## src/hw/ufrt_pkg.sv

```systemverilog
// Package of constants and types for the USB host frame timer
package ufrt_pkg;

  // Register bus geometry
  localparam int          ADDR_W          = 8;
  localparam logic [1:0]  RESP_OKAY       = 2'b00;
  localparam logic [1:0]  RESP_SLVERR     = 2'b10;

  // Register byte offsets
  localparam logic [7:0]  OFS_FRAME_LEN   = 8'h00;
  localparam logic [7:0]  OFS_BITS_LEFT   = 8'h04;
  localparam logic [7:0]  OFS_FRAME_CNT   = 8'h08;
  localparam logic [7:0]  OFS_PERIODIC    = 8'h0c;
  localparam logic [7:0]  OFS_LOWSPEED    = 8'h10;
  localparam logic [7:0]  OFS_INT_STATUS  = 8'h14;
  localparam logic [7:0]  OFS_INT_MASK    = 8'h18;

  // Frame length configuration layout
  localparam int          FLC_TOGGLE_BIT  = 31;
  localparam int          FLC_MPS_MSB     = 30;
  localparam int          FLC_MPS_LSB     = 16;
  localparam int          FLC_LEN_MSB     = 13;
  localparam int          FLC_LEN_LSB     = 0;
  localparam logic [31:0] FLC_WR_MASK     = 32'hffff3fff;
  localparam logic [31:0] FLC_RESET       = 32'h00002edf;

  // Widths of counters and thresholds
  localparam int          LEN_W           = 14;
  localparam int          FNUM_W          = 16;
  localparam int          INT_W           = 2;
  localparam logic [13:0] PS_RESET        = 14'h0000;
  localparam logic [13:0] LS_RESET        = 14'h0628;
  localparam logic [13:0] BITS_ZERO       = 14'h0000;
  localparam logic [13:0] BITS_ONE        = 14'h0001;
  localparam logic [15:0] FNUM_ONE        = 16'h0001;
  localparam logic [15:0] FNUM_MAX        = 16'hffff;

  // Interrupt status bit positions
  localparam int          INT_SOF_BIT     = 0;
  localparam int          INT_WRAP_BIT    = 1;

  // Sequence after each frame start
  typedef enum logic [1:0] {
    SEQ_IDLE,
    SEQ_PUBLISH,
    SEQ_STATUS,
    SEQ_WALK
  } ufrt_seq_e;

endpackage : ufrt_pkg

```

## src/hw/ufrt_frame_if.sv

```systemverilog
// Interface between register side and frame countdown
`timescale 1ns/100ps
`default_nettype none
interface ufrt_frame_if;
  import ufrt_pkg::*;
  logic [LEN_W-1:0]  frame_len;         // Reload value of the countdown
  logic              interval_toggle;   // Toggle to copy at each reload
  logic [LEN_W-1:0]  bits_left;         // Bit times left in frame
  logic              remaining_toggle;  // Toggle copied at last reload
  logic [FNUM_W-1:0] frame_counter;     // Current frame number
  logic              frame_start;       // One-cycle pulse at reload
  logic              count_wrap;        // One-cycle pulse at number wrap

  modport ctrl  (output frame_len, interval_toggle,
                 input  bits_left, remaining_toggle, frame_counter, frame_start, count_wrap);
  modport count (input  frame_len, interval_toggle,
                 output bits_left, remaining_toggle, frame_counter, frame_start, count_wrap);
endinterface : ufrt_frame_if
`default_nettype wire

```

## src/hw/ufrt_top.sv

```systemverilog
// Frame timer of a USB host: registers, frame sequence and priority outputs
// Contract
// - Hold 14-bit frame length in 12 MHz clocks, reset 2EDFh.
// - Provide read/write 15-bit largest full-speed packet size in bit times.
// - On every countdown reload copy interval toggle into remaining toggle.
// - Read-only 14-bit bits-left count, reloaded from frame length each frame.
// - Read-only 16-bit frame counter increments when countdown reloads.
// - Frame counter wraps from FFFFh to zero by itself.
// - After increment publish count to memory, set start-of-frame status, start lists.
// - Hold 14-bit periodic threshold where periodic lists gain priority.
// - Control and bulk first, periodic lists for the remaining 90% of frame.
// - Low-speed transaction may start only while bits left exceed cutoff.
//
// The AXI4-Lite register port and the register offsets were decided locally.
`timescale 1ns/100ps
`default_nettype none
module ufrt_top
  import ufrt_pkg::*;
(
  input  wire logic              core_clk,          // Core clock, 10 MHz
  input  wire logic              reset_n,           // Asynchronous reset, active low
  // AXI4-Lite slave
  input  wire logic [ADDR_W-1:0] s_axi_awaddr,      // Write address
  input  wire logic              s_axi_awvalid,     // Write address valid
  output logic                   s_axi_awready,     // Write address ready
  input  wire logic [31:0]       s_axi_wdata,       // Write data
  input  wire logic [3:0]        s_axi_wstrb,       // Write byte strobes
  input  wire logic              s_axi_wvalid,      // Write data valid
  output logic                   s_axi_wready,      // Write data ready
  output logic [1:0]             s_axi_bresp,       // Write response
  output logic                   s_axi_bvalid,      // Write response valid
  input  wire logic              s_axi_bready,      // Write response ready
  input  wire logic [ADDR_W-1:0] s_axi_araddr,      // Read address
  input  wire logic              s_axi_arvalid,     // Read address valid
  output logic                   s_axi_arready,     // Read address ready
  output logic [31:0]            s_axi_rdata,       // Read data
  output logic [1:0]             s_axi_rresp,       // Read response
  output logic                   s_axi_rvalid,      // Read data valid
  input  wire logic              s_axi_rready,      // Read data ready
  // Frame timing
  input  wire logic              bit_tick,          // Bit-time strobe, same clock
  input  wire logic              hca_wr_ready,      // Memory took the frame number
  output logic                   hca_wr_valid,      // Frame number write request
  output logic [FNUM_W-1:0]      hca_wr_data,       // Frame number to memory
  output logic                   list_walk_start,   // Pulse: start descriptor lists
  output logic                   periodic_priority, // Periodic lists have priority
  output logic                   lowspeed_ok,       // Low-speed start allowed
  output logic [14:0]            max_packet_bits,   // Largest full-speed packet
  output logic                   irq                // Interrupt, active high level
);

  typedef struct packed {
    logic              aw_rdy;
    logic              w_rdy;
    logic              bvalid;
    logic              ar_rdy;
    logic              rvalid;
    logic [ADDR_W-1:0] awaddr;
    logic [31:0]       wdata;
    logic [3:0]        wstrb;
    logic [1:0]        bresp;
    logic [31:0]       rdata;
    logic [1:0]        rresp;
    logic [31:0]       fl_cfg;
    logic [LEN_W-1:0]  ps;
    logic [LEN_W-1:0]  ls;
    logic [INT_W-1:0]  int_status;
    logic [INT_W-1:0]  int_mask;
    ufrt_seq_e         seq;
    logic              hca_valid;
    logic [FNUM_W-1:0] hca_data;
    logic              walk;
    logic              periodic_pri;
    logic              ls_ok;
    logic              irq;
  } ufrt_top_s;

  ufrt_top_s st_reg;
  ufrt_top_s st_next;

  ufrt_frame_if fi ();

  // Merge a write into an old word under byte strobes
  function automatic logic [31:0] merge_strb(input logic [31:0] old_v,
                                             input logic [31:0] new_v,
                                             input logic [3:0]  strb);
    logic [31:0] res;
    res = old_v;
    for (int i = 0; i < 4; i++) begin
      if (strb[i]) begin
        res[i*8 +: 8] = new_v[i*8 +: 8];
      end
    end
    return res;
  endfunction

  // Widen a 14-bit setting to a bus word; upper bits read as zero
  function automatic logic [31:0] len_word(input logic [LEN_W-1:0] v);
    logic [31:0] res;
    res            = '0;
    res[LEN_W-1:0] = v;
    return res;
  endfunction

  // Widen an interrupt field to a bus word; upper bits read as zero
  function automatic logic [31:0] int_word(input logic [INT_W-1:0] v);
    logic [31:0] res;
    res            = '0;
    res[INT_W-1:0] = v;
    return res;
  endfunction

  // Byte-merged write of a 14-bit setting
  function automatic logic [LEN_W-1:0] len_update(input logic [LEN_W-1:0] old_v,
                                                  input logic [31:0]      new_v,
                                                  input logic [3:0]       strb);
    logic [31:0] res;
    res = merge_strb(len_word(old_v), new_v, strb);
    return res[LEN_W-1:0];
  endfunction

  // Byte-merged write of an interrupt field
  function automatic logic [INT_W-1:0] int_update(input logic [INT_W-1:0] old_v,
                                                  input logic [31:0]      new_v,
                                                  input logic [3:0]       strb);
    logic [31:0] res;
    res = merge_strb(int_word(old_v), new_v, strb);
    return res[INT_W-1:0];
  endfunction

  // Countdown and frame number
  ufrt_countdown u_countdown (
    .core_clk (core_clk),
    .reset_n  (reset_n),
    .bit_tick (bit_tick),
    .fi       (fi)
  );

  // Settings handed to the countdown
  assign fi.frame_len       = st_reg.fl_cfg[FLC_LEN_MSB:FLC_LEN_LSB];
  assign fi.interval_toggle = st_reg.fl_cfg[FLC_TOGGLE_BIT];

  // Next-state logic for bus, registers, frame sequence and interrupts
  always_comb begin
    logic [31:0]      merged;
    logic [INT_W-1:0] clr;
    logic [INT_W-1:0] set_bits;
    logic             do_write;
    merged   = '0;
    clr      = '0;
    set_bits = '0;
    do_write = 1'b0;
    st_next      = st_reg;
    st_next.walk = 1'b0;

    // Write address and data are taken independently
    if (s_axi_awvalid && st_reg.aw_rdy) begin
      st_next.aw_rdy = 1'b0;
      st_next.awaddr = s_axi_awaddr;
    end
    if (s_axi_wvalid && st_reg.w_rdy) begin
      st_next.w_rdy = 1'b0;
      st_next.wdata = s_axi_wdata;
      st_next.wstrb = s_axi_wstrb;
    end

    // Perform the write once both halves are held
    do_write = !st_reg.aw_rdy && !st_reg.w_rdy && !st_reg.bvalid;
    if (do_write) begin
      st_next.bvalid = 1'b1;
      st_next.bresp  = RESP_OKAY;
      case (st_reg.awaddr)
        OFS_FRAME_LEN: begin
          merged         = merge_strb(st_reg.fl_cfg, st_reg.wdata, st_reg.wstrb);
          st_next.fl_cfg = merged & FLC_WR_MASK;
        end
        OFS_PERIODIC: begin
          st_next.ps = len_update(st_reg.ps, st_reg.wdata, st_reg.wstrb);
        end
        OFS_LOWSPEED: begin
          st_next.ls = len_update(st_reg.ls, st_reg.wdata, st_reg.wstrb);
        end
        OFS_INT_STATUS: begin
          if (st_reg.wstrb[0]) begin
            clr = st_reg.wdata[INT_W-1:0];
          end
        end
        OFS_INT_MASK: begin
          st_next.int_mask = int_update(st_reg.int_mask, st_reg.wdata, st_reg.wstrb);
        end
        OFS_BITS_LEFT, OFS_FRAME_CNT: begin
          st_next.bresp = RESP_OKAY; // Read-only, write ignored
        end
        default: begin
          st_next.bresp = RESP_SLVERR;
        end
      endcase
    end

    // Write response accepted, reopen both channels
    if (st_reg.bvalid && s_axi_bready) begin
      st_next.bvalid = 1'b0;
      st_next.aw_rdy = 1'b1;
      st_next.w_rdy  = 1'b1;
    end

    // Read: data formed at the edge the address is taken
    if (s_axi_arvalid && st_reg.ar_rdy) begin
      st_next.ar_rdy = 1'b0;
      st_next.rvalid = 1'b1;
      st_next.rresp  = RESP_OKAY;
      case (s_axi_araddr)
        OFS_FRAME_LEN:  st_next.rdata = st_reg.fl_cfg;
        OFS_BITS_LEFT:  st_next.rdata = {fi.remaining_toggle, 17'h0, fi.bits_left};
        OFS_FRAME_CNT:  st_next.rdata = {16'h0, fi.frame_counter};
        OFS_PERIODIC:   st_next.rdata = len_word(st_reg.ps);
        OFS_LOWSPEED:   st_next.rdata = len_word(st_reg.ls);
        OFS_INT_STATUS: st_next.rdata = int_word(st_reg.int_status);
        OFS_INT_MASK:   st_next.rdata = int_word(st_reg.int_mask);
        default: begin
          st_next.rdata = '0;
          st_next.rresp = RESP_SLVERR;
        end
      endcase
    end
    if (st_reg.rvalid && s_axi_rready) begin
      st_next.rvalid = 1'b0;
      st_next.ar_rdy = 1'b1;
    end

    // Frame start sequence: publish number, set status, start lists
    case (st_reg.seq)
      SEQ_IDLE: begin
        if (fi.frame_start) begin
          st_next.seq       = SEQ_PUBLISH;
          st_next.hca_valid = 1'b1;
          st_next.hca_data  = fi.frame_counter;
        end
      end
      SEQ_PUBLISH: begin
        if (hca_wr_ready) begin
          st_next.hca_valid = 1'b0;
          st_next.seq       = SEQ_STATUS;
        end
      end
      SEQ_STATUS: begin
        st_next.seq = SEQ_WALK;
      end
      SEQ_WALK: begin
        st_next.walk = 1'b1;
        st_next.seq  = SEQ_IDLE;
      end
      default: begin
        st_next.seq = SEQ_IDLE;
      end
    endcase

    // Sticky status: a set in the same cycle beats the clear
    set_bits[INT_SOF_BIT]  = (st_reg.seq == SEQ_STATUS);
    set_bits[INT_WRAP_BIT] = fi.count_wrap;
    st_next.int_status     = (st_reg.int_status & ~clr) | set_bits;

    // Priority windows within the frame
    st_next.periodic_pri = (fi.bits_left <= st_reg.ps);
    st_next.ls_ok        = (fi.bits_left > st_reg.ls);
    st_next.irq          = |(st_reg.int_status & st_reg.int_mask);
  end

  // State register with constant reset values
  always_ff @(posedge core_clk or negedge reset_n) begin
    if (!reset_n) begin
      st_reg        <= '0;
      st_reg.aw_rdy <= 1'b1;
      st_reg.w_rdy  <= 1'b1;
      st_reg.ar_rdy <= 1'b1;
      st_reg.fl_cfg <= FLC_RESET;
      st_reg.ps     <= PS_RESET;
      st_reg.ls     <= LS_RESET;
      st_reg.seq    <= SEQ_IDLE;
    end else begin
      st_reg <= st_next;
    end
  end

  // Outputs straight from the state register
  assign s_axi_awready     = st_reg.aw_rdy;
  assign s_axi_wready      = st_reg.w_rdy;
  assign s_axi_bresp       = st_reg.bresp;
  assign s_axi_bvalid      = st_reg.bvalid;
  assign s_axi_arready     = st_reg.ar_rdy;
  assign s_axi_rdata       = st_reg.rdata;
  assign s_axi_rresp       = st_reg.rresp;
  assign s_axi_rvalid      = st_reg.rvalid;
  assign hca_wr_valid      = st_reg.hca_valid;
  assign hca_wr_data       = st_reg.hca_data;
  assign list_walk_start   = st_reg.walk;
  assign periodic_priority = st_reg.periodic_pri;
  assign lowspeed_ok       = st_reg.ls_ok;
  assign max_packet_bits   = st_reg.fl_cfg[FLC_MPS_MSB:FLC_MPS_LSB];
  assign irq               = st_reg.irq;

endmodule // ufrt_top
`default_nettype wire

```

## src/hw/ufrt_countdown.sv

```systemverilog
// Frame countdown and frame number counter
`timescale 1ns/100ps
`default_nettype none
module ufrt_countdown
  import ufrt_pkg::*;
(
  input  wire logic  core_clk,   // Core clock
  input  wire logic  reset_n,    // Asynchronous reset, active low
  input  wire logic  bit_tick,   // One full-speed bit time elapsed
  ufrt_frame_if.count fi         // Frame settings and state
);

  typedef struct packed {
    logic [LEN_W-1:0]  bits_left;
    logic              remaining_toggle;
    logic [FNUM_W-1:0] frame_counter;
    logic              frame_start;
    logic              count_wrap;
  } ufrt_cnt_s;

  ufrt_cnt_s cnt_reg;
  ufrt_cnt_s cnt_next;

  // Countdown, reload on zero, frame number advance
  always_comb begin
    cnt_next             = cnt_reg;
    cnt_next.frame_start = 1'b0;
    cnt_next.count_wrap  = 1'b0;
    if (bit_tick) begin
      if (cnt_reg.bits_left == BITS_ZERO) begin
        cnt_next.bits_left        = fi.frame_len;
        cnt_next.remaining_toggle = fi.interval_toggle;
        cnt_next.frame_counter    = cnt_reg.frame_counter + FNUM_ONE;
        cnt_next.frame_start      = 1'b1;
        cnt_next.count_wrap       = (cnt_reg.frame_counter == FNUM_MAX);
      end else begin
        cnt_next.bits_left = cnt_reg.bits_left - BITS_ONE;
      end
    end
  end

  // State register
  always_ff @(posedge core_clk or negedge reset_n) begin
    if (!reset_n) begin
      cnt_reg <= '0;
    end else begin
      cnt_reg <= cnt_next;
    end
  end

  // Publish state to the register side
  assign fi.bits_left        = cnt_reg.bits_left;
  assign fi.remaining_toggle = cnt_reg.remaining_toggle;
  assign fi.frame_counter    = cnt_reg.frame_counter;
  assign fi.frame_start      = cnt_reg.frame_start;
  assign fi.count_wrap       = cnt_reg.count_wrap;

endmodule // ufrt_countdown
`default_nettype wire

```

## config.mk

```make
export PLATFORM = sky130hd
export DESIGN_NAME = ufrt_top
export DESIGN_NICKNAME = d
export VERILOG_FILES = /design/src/hw/ufrt_pkg.sv /design/src/hw/ufrt_frame_if.sv /design/src/hw/ufrt_top.sv /design/src/hw/ufrt_countdown.sv
export SDC_FILE = /design/constraint.sdc
export NUM_CORES = 1
export LEC_CHECK = 0
export ABC_AREA = 1
export BUFFER_PORTS_ARGS = -buffer_cell sky130_fd_sc_hd__buf_2
export CAP_MARGIN = 20
export CORE_MARGIN = 8
export CORE_UTILIZATION = 54
export DETAILED_ROUTE_END_ITERATION = 6
export GPL_TIMING_DRIVEN = 0
export PLACE_DENSITY = 0.87
export SYNTH_ARGS = -nofsm -noshare
export SYNTH_HDL_FRONTEND = slang
export SYNTH_SLANG_ARGS = --single-unit
```

## constraint.sdc

```tcl
create_clock -name core_clk -period 4.75 [get_ports core_clk]
set_input_delay 0.7125 -clock core_clk [delete_from_list [all_inputs] [get_ports core_clk]]
set_output_delay 0.7125 -clock core_clk [all_outputs]
set_load 0.02 [all_outputs]
```

## After elaboration in Yosys (flattened, before gate mapping)

Cells that the tools add are included.

- Register bits: 203
- Input port bits: 61
- Word-level logic and storage cells: 114

- $add $sub $neg: 2
- $lt $le $gt $ge: 2
- Equality and inequality tests: 18
- Muxes and demuxes: 20
- Bitwise gates (word level): 4
- Reduce and logical (&&, ||, !) cells: 35

Operators by type and width:

| cell | number |
|---|---|
| $pmux 32 s7 | 1 |
| $eq 8x5->1 const B | 6 |
| $eq 8x4->1 const B | 4 |
| $reduce_and 3->1 | 10 |
| $mux 19 | 1 |
| $mux 2 | 9 |
| $add 16x1->16 const B | 1 |
| $eq 16x16->1 const B | 1 |
| $eq 8x3->1 const B | 2 |
| $logic_not 8->1 | 2 |
| $gt 14x14->1 | 1 |
| $le 14x14->1 | 1 |
| $logic_not 14->1 | 1 |
| $mux 14 | 1 |
| $reduce_or 7->1 | 2 |
| $sub 14x1->14 const B | 1 |
| $reduce_bool 2->1 | 5 |
| $pmux 2 s4 | 1 |
| $logic_and 1x1->1 | 7 |
| $mux 3 | 2 |
| $reduce_and 2->1 | 3 |
| $and 2x2->2 | 2 |
| $eq 2x2->1 const B | 2 |
| $mux 1 | 4 |
| other kinds (9) | 11 |

## Depth between registers and ports, before layout

- Depth after elaboration: 7
- Depth in mapped cells: 10
- Mapped depth without buffers: 9

## Cells and area by module

Synthesis repeated with hierarchy kept, for this count alone.

- Cell total of the unflattened synthesis: 1243
- Area total of the unflattened synthesis: 10416.2 um^2

Modules (own cells, without submodules):

| module | times used | cells an instance | area each (um^2) |
|---|---|---|---|
| ufrt_top | 1 | 949 | 8381.8 |
| ufrt_countdown | 1 | 294 | 2034.5 |

## Least setup slack after synthesis

OpenSTA, ideal clock, no wires.

- Path type: input to register
- Start: input s_axi_araddr[0]
- End: register st_reg (netlist bit s_axi_rresp[1])
- Library setup time: 118 ps
- Data arrival time: 1589 ps
- Required time: 4632 ps
- Setup slack: 3043 ps
- Cell stages on the path: 8
- Buffers on the path: 1
- Cells stage by stage: inv_1 -> nand2_1 -> nor2_1 -> buf_2 -> nand2_1 -> nand3_1 -> nand3b_1 -> nand2_1

- Cells in the longest elaborated chain, start to end: 3
- Elaborated cells on any way between the ends: 9
- Classes of those cells: eq/ne: 6; mux: 1; reduce/logical: 2

RTL lines:

| what | line | text |
|---|---|---|
| start: declaration | ufrt_top.sv:33 | `input wire logic [ADDR_W-1:0] s_axi_araddr,` |
| $eq 8x5->1 (tied with other cells) | ufrt_top.sv:212 | `case (s_axi_araddr)` |
| $reduce_or 7->1 (no source line) * | - |  |
| $mux 2 * | ufrt_top.sv:212 |  |
| end signal: assignment | ufrt_top.sv:281 | `st_reg <= st_next;` |
| end: declaration | ufrt_top.sv:78 | `ufrt_top_s st_reg;` |

Mark *: on every way between the ends. The rest lies on a longest branch, timed or not.
A chain may end at the register's enable or synchronous reset.

## Final worst setup path

- Start: register st_reg (netlist bit s_axi_arready)
- End: register st_reg (netlist bit s_axi_rdata[5])

- Cells in the longest elaborated chain, start to end: 1

RTL lines:

| what | line | text |
|---|---|---|
| $logic_and 1x1->1 | ufrt_top.sv:208 | `if (s_axi_arvalid && st_reg.ar_rdy) begin` |

No other way between the ends.

==> flow_summary.yaml <==
synthesis:
  synth_compound_area_share_pct: 11.2
  synth_top_area_share_pct: 44.0
  synth.area.mux_share_pct: 0.986
  async_reset_ff_share_pct: 100
  ys_ff_latch: 199
  synth-main-ff-cell: "dfrtp_1"
  yosys.area_share.simple_pct: 22.3
  synth_top_family_by_area: "simple AND/OR/NAND/NOR gates"
  synthAdderAreaFrac_pct: 4.26
  synth_edf_count: 0
  ys_types: 40
  syn_area_mm2: 0.0103
  yosysMostFrequentCell: "nand2_1"
  synth_xor_area_share_pct: 0.937
  ys_seq_area_share_pct: 48.6
  post_synth.cell_area_avg_um2: 8.33
  synth_area_leaders: "dfrtp_1 (44%), nand2_1 (11%), o21ai_0 (5.5%), buf_4 (5.0%), dfstp_2 (4.6%)"
  synthTopCellsByCount: "nand2_1 (301), dfrtp_1 (181), inv_1 (121)"
  synth_cells: 1234
  yosysTopAreaCell: "dfrtp_1"
  ys_warn_count: 0
sta:
  fin_setup_tns_ps: 0
  setup_viol: 0
  timing.final.crit_share_pct: 42.1
  worst_pin_slew_ps: 635
  drv_slew: 0
  rsz0062_at_grt: "no"
  finClkSkew_ps: 13.1
  hold_violations: 0
  period_minus_slack_ps: 2000
  setup_ws_ps: 2750
  slew_headroom_pct: 57.7
  fmax_mhz: 500
  hold_ws_ps: 268
critical_path:
  crit_chain: "nand2_1 > inv_1 > buf_2 > o21ai_0 > nand2_1"
  cp_max_fo: 10
  end_kind: "flop"
  cp_top_family: "buffers and inverters"
  crit_path_max_incr_delay_ps: 540
  r2r-start: "s_axi_arready"
  worstPathRequired_ps: 5130
  cpMostUsedCell: "nand2_1"
  reg2reg_to: "s_axi_rdata[5]"
  rrSetupSlack_ps: 2750
  arrival_ps: 2380
  criticalPathCategory: "reg -> reg"
  start_kind: "flop"
  critPathSlowestCell: "dfstp_2"
  critPathBufInv: 2
  r2r_cells: 5
finish:
  largest_reg_flops: 76
  final-seq-area_mm2: 0.00500
  multiInputGateArea_mm2: 0.00409
  syn_to_final_growth_pct: 15.2
  nNetsFinal: 1483
  finalNonFillerCells: 1634
  antennaDiodeCount: 0
  drive_gt1_share_pct: 22.9
  fillers: 1542
power_and_ir_drop:
  leakage_nw: 6.10
  power_density_mw_per_mm2: 501
  ir_drop_mv: 0.335
worst_hold_path:
  min_path_type: "in -> async"
drt:
  drt_iter0_markers: 716
  drcViolationCount: 0
  ant_nets: 0
  vias_per_cell: 5.33
  wl_per_cell_um: 16.1
  routed_wl_um: 26300
  route.vias.total: 8714
  first_pass_iters: 5
clocking:
  cts_resized: 0
  cts_buffers: 17
  htreeDepth: 4
  post_cts_buffers: 0
  clock_sinks: 199
  clock_path_buffers: 2
  cts_tree: "done"
  cts-root-buf: "clkbuf_16"
  clk-insertion-delay-late_ps: 450
  path_clk_slew_ps: 80
  ctsHoldBuffers: 0
status:
  status: "complete, no violations"
global_routing:
  busiest_layer: "met2"
  use_met1_pct: 27.9
  grt_pass1_wl_um: 43200
  antenna_found_initial: 0
  grt_max_degree: 116
  grt_usage_pct: 22.6
  grt_util_met3_pct: 4.74
  grt_util_met2_pct: 38.2
  grt_overflow_total: 0
  grt_pass1_vias: 8873
place:
  place_inst: 1602
  dp_hpwl_um: 19400
  post-place-ws_ps: 2380
  port_buffers: 132
  gp_congestion: 0.903
die:
  ios: 138
  chipWidth_um: 154
  rows: 50
  design.core.area_mm2: 0.0187
  die_h_um: 154
  die-area_mm2: 0.0237
  start_util_pct: 55.0
job:
  cap_violations: 0
[area by class of cell]
class / instances / share of cell area [%]
Buffer: 108 / 6.12
Clock buffer: 20 / 3.69
Clock inverter: 12 / 1.11
Inverter: 124 / 3.93
Multi-Input combinational cell: 804 / 34.6
Sequential cell: 199 / 42.2
Tap cell: 234 / 2.47
Timing Repair Buffer: 133 / 5.89
[per-layer routing]
metal | part of all wire [%] | vias up | wire [um]
met1 | 42 | 4109 | 11100
met3 | 7.6 | 50 | 1990
met4 | 2.7 | 0 | 712
li1 | - | 4224 | -
met5 | 0 | - | 0
met2 | 48 | 331 | 12600
[report_power, final]
part,leakage [nW],internal [mW],switching (mW)
clock network,0.272,0.743,0.692
logic,3.33,0.736,1.25
registers,2.49,2.14,0.380
total,6.10,3.62,2.32
[worst max path at each step]
stage | end | from | slack (ps) | depth (start not counted)
after floorplan | s_axi_rresp[1] | s_axi_araddr[0] | 3040 | 8
after global placement | st_reg[149] | reset_n | -220 | 1
after detailed placement | s_axi_rdata[5] | s_axi_araddr[0] | 2380 | 9
after CTS | s_axi_rdata[5] | s_axi_arready | 2790 | 5
after global routing | s_axi_rdata[5] | s_axi_araddr[0] | 2600 | 9
final | s_axi_rdata[5] | s_axi_arready | 2750 | 5
[cells in the final DEF (no fill, tap or decap), drive strengths merged, types with 5 or more instances in the layout]
cell type	count
nand2	309
buf	223
dfrtp	181
o21ai	150
inv	132
nand3	96
nor2	96
a21oi	49
clkbuf	38
ha	35
dfstp	18
nor3	15
xor2	10
nand4	9
mux2	9
nand3b	5
[cells by family after synthesis]
group / after synthesis
simple gates: 535
compound gates: 212
fa+ha+maj: 35
flops: 199
other cells: 1
buf+inv: 232
xor+xnor: 11
mux: 9
[stage by stage]
stage	instance area [um2]	power [mW]	utilization, %
global route	11800	6.33	63.3
detailed placement	11300	4.50	60.3
CTS	11800	5.95	63.3
global placement	11200	4.39	60.1
finish	11800	5.94	63.3
floorplan	10300	3.87	-
Power figures use the tool's default switching activity.
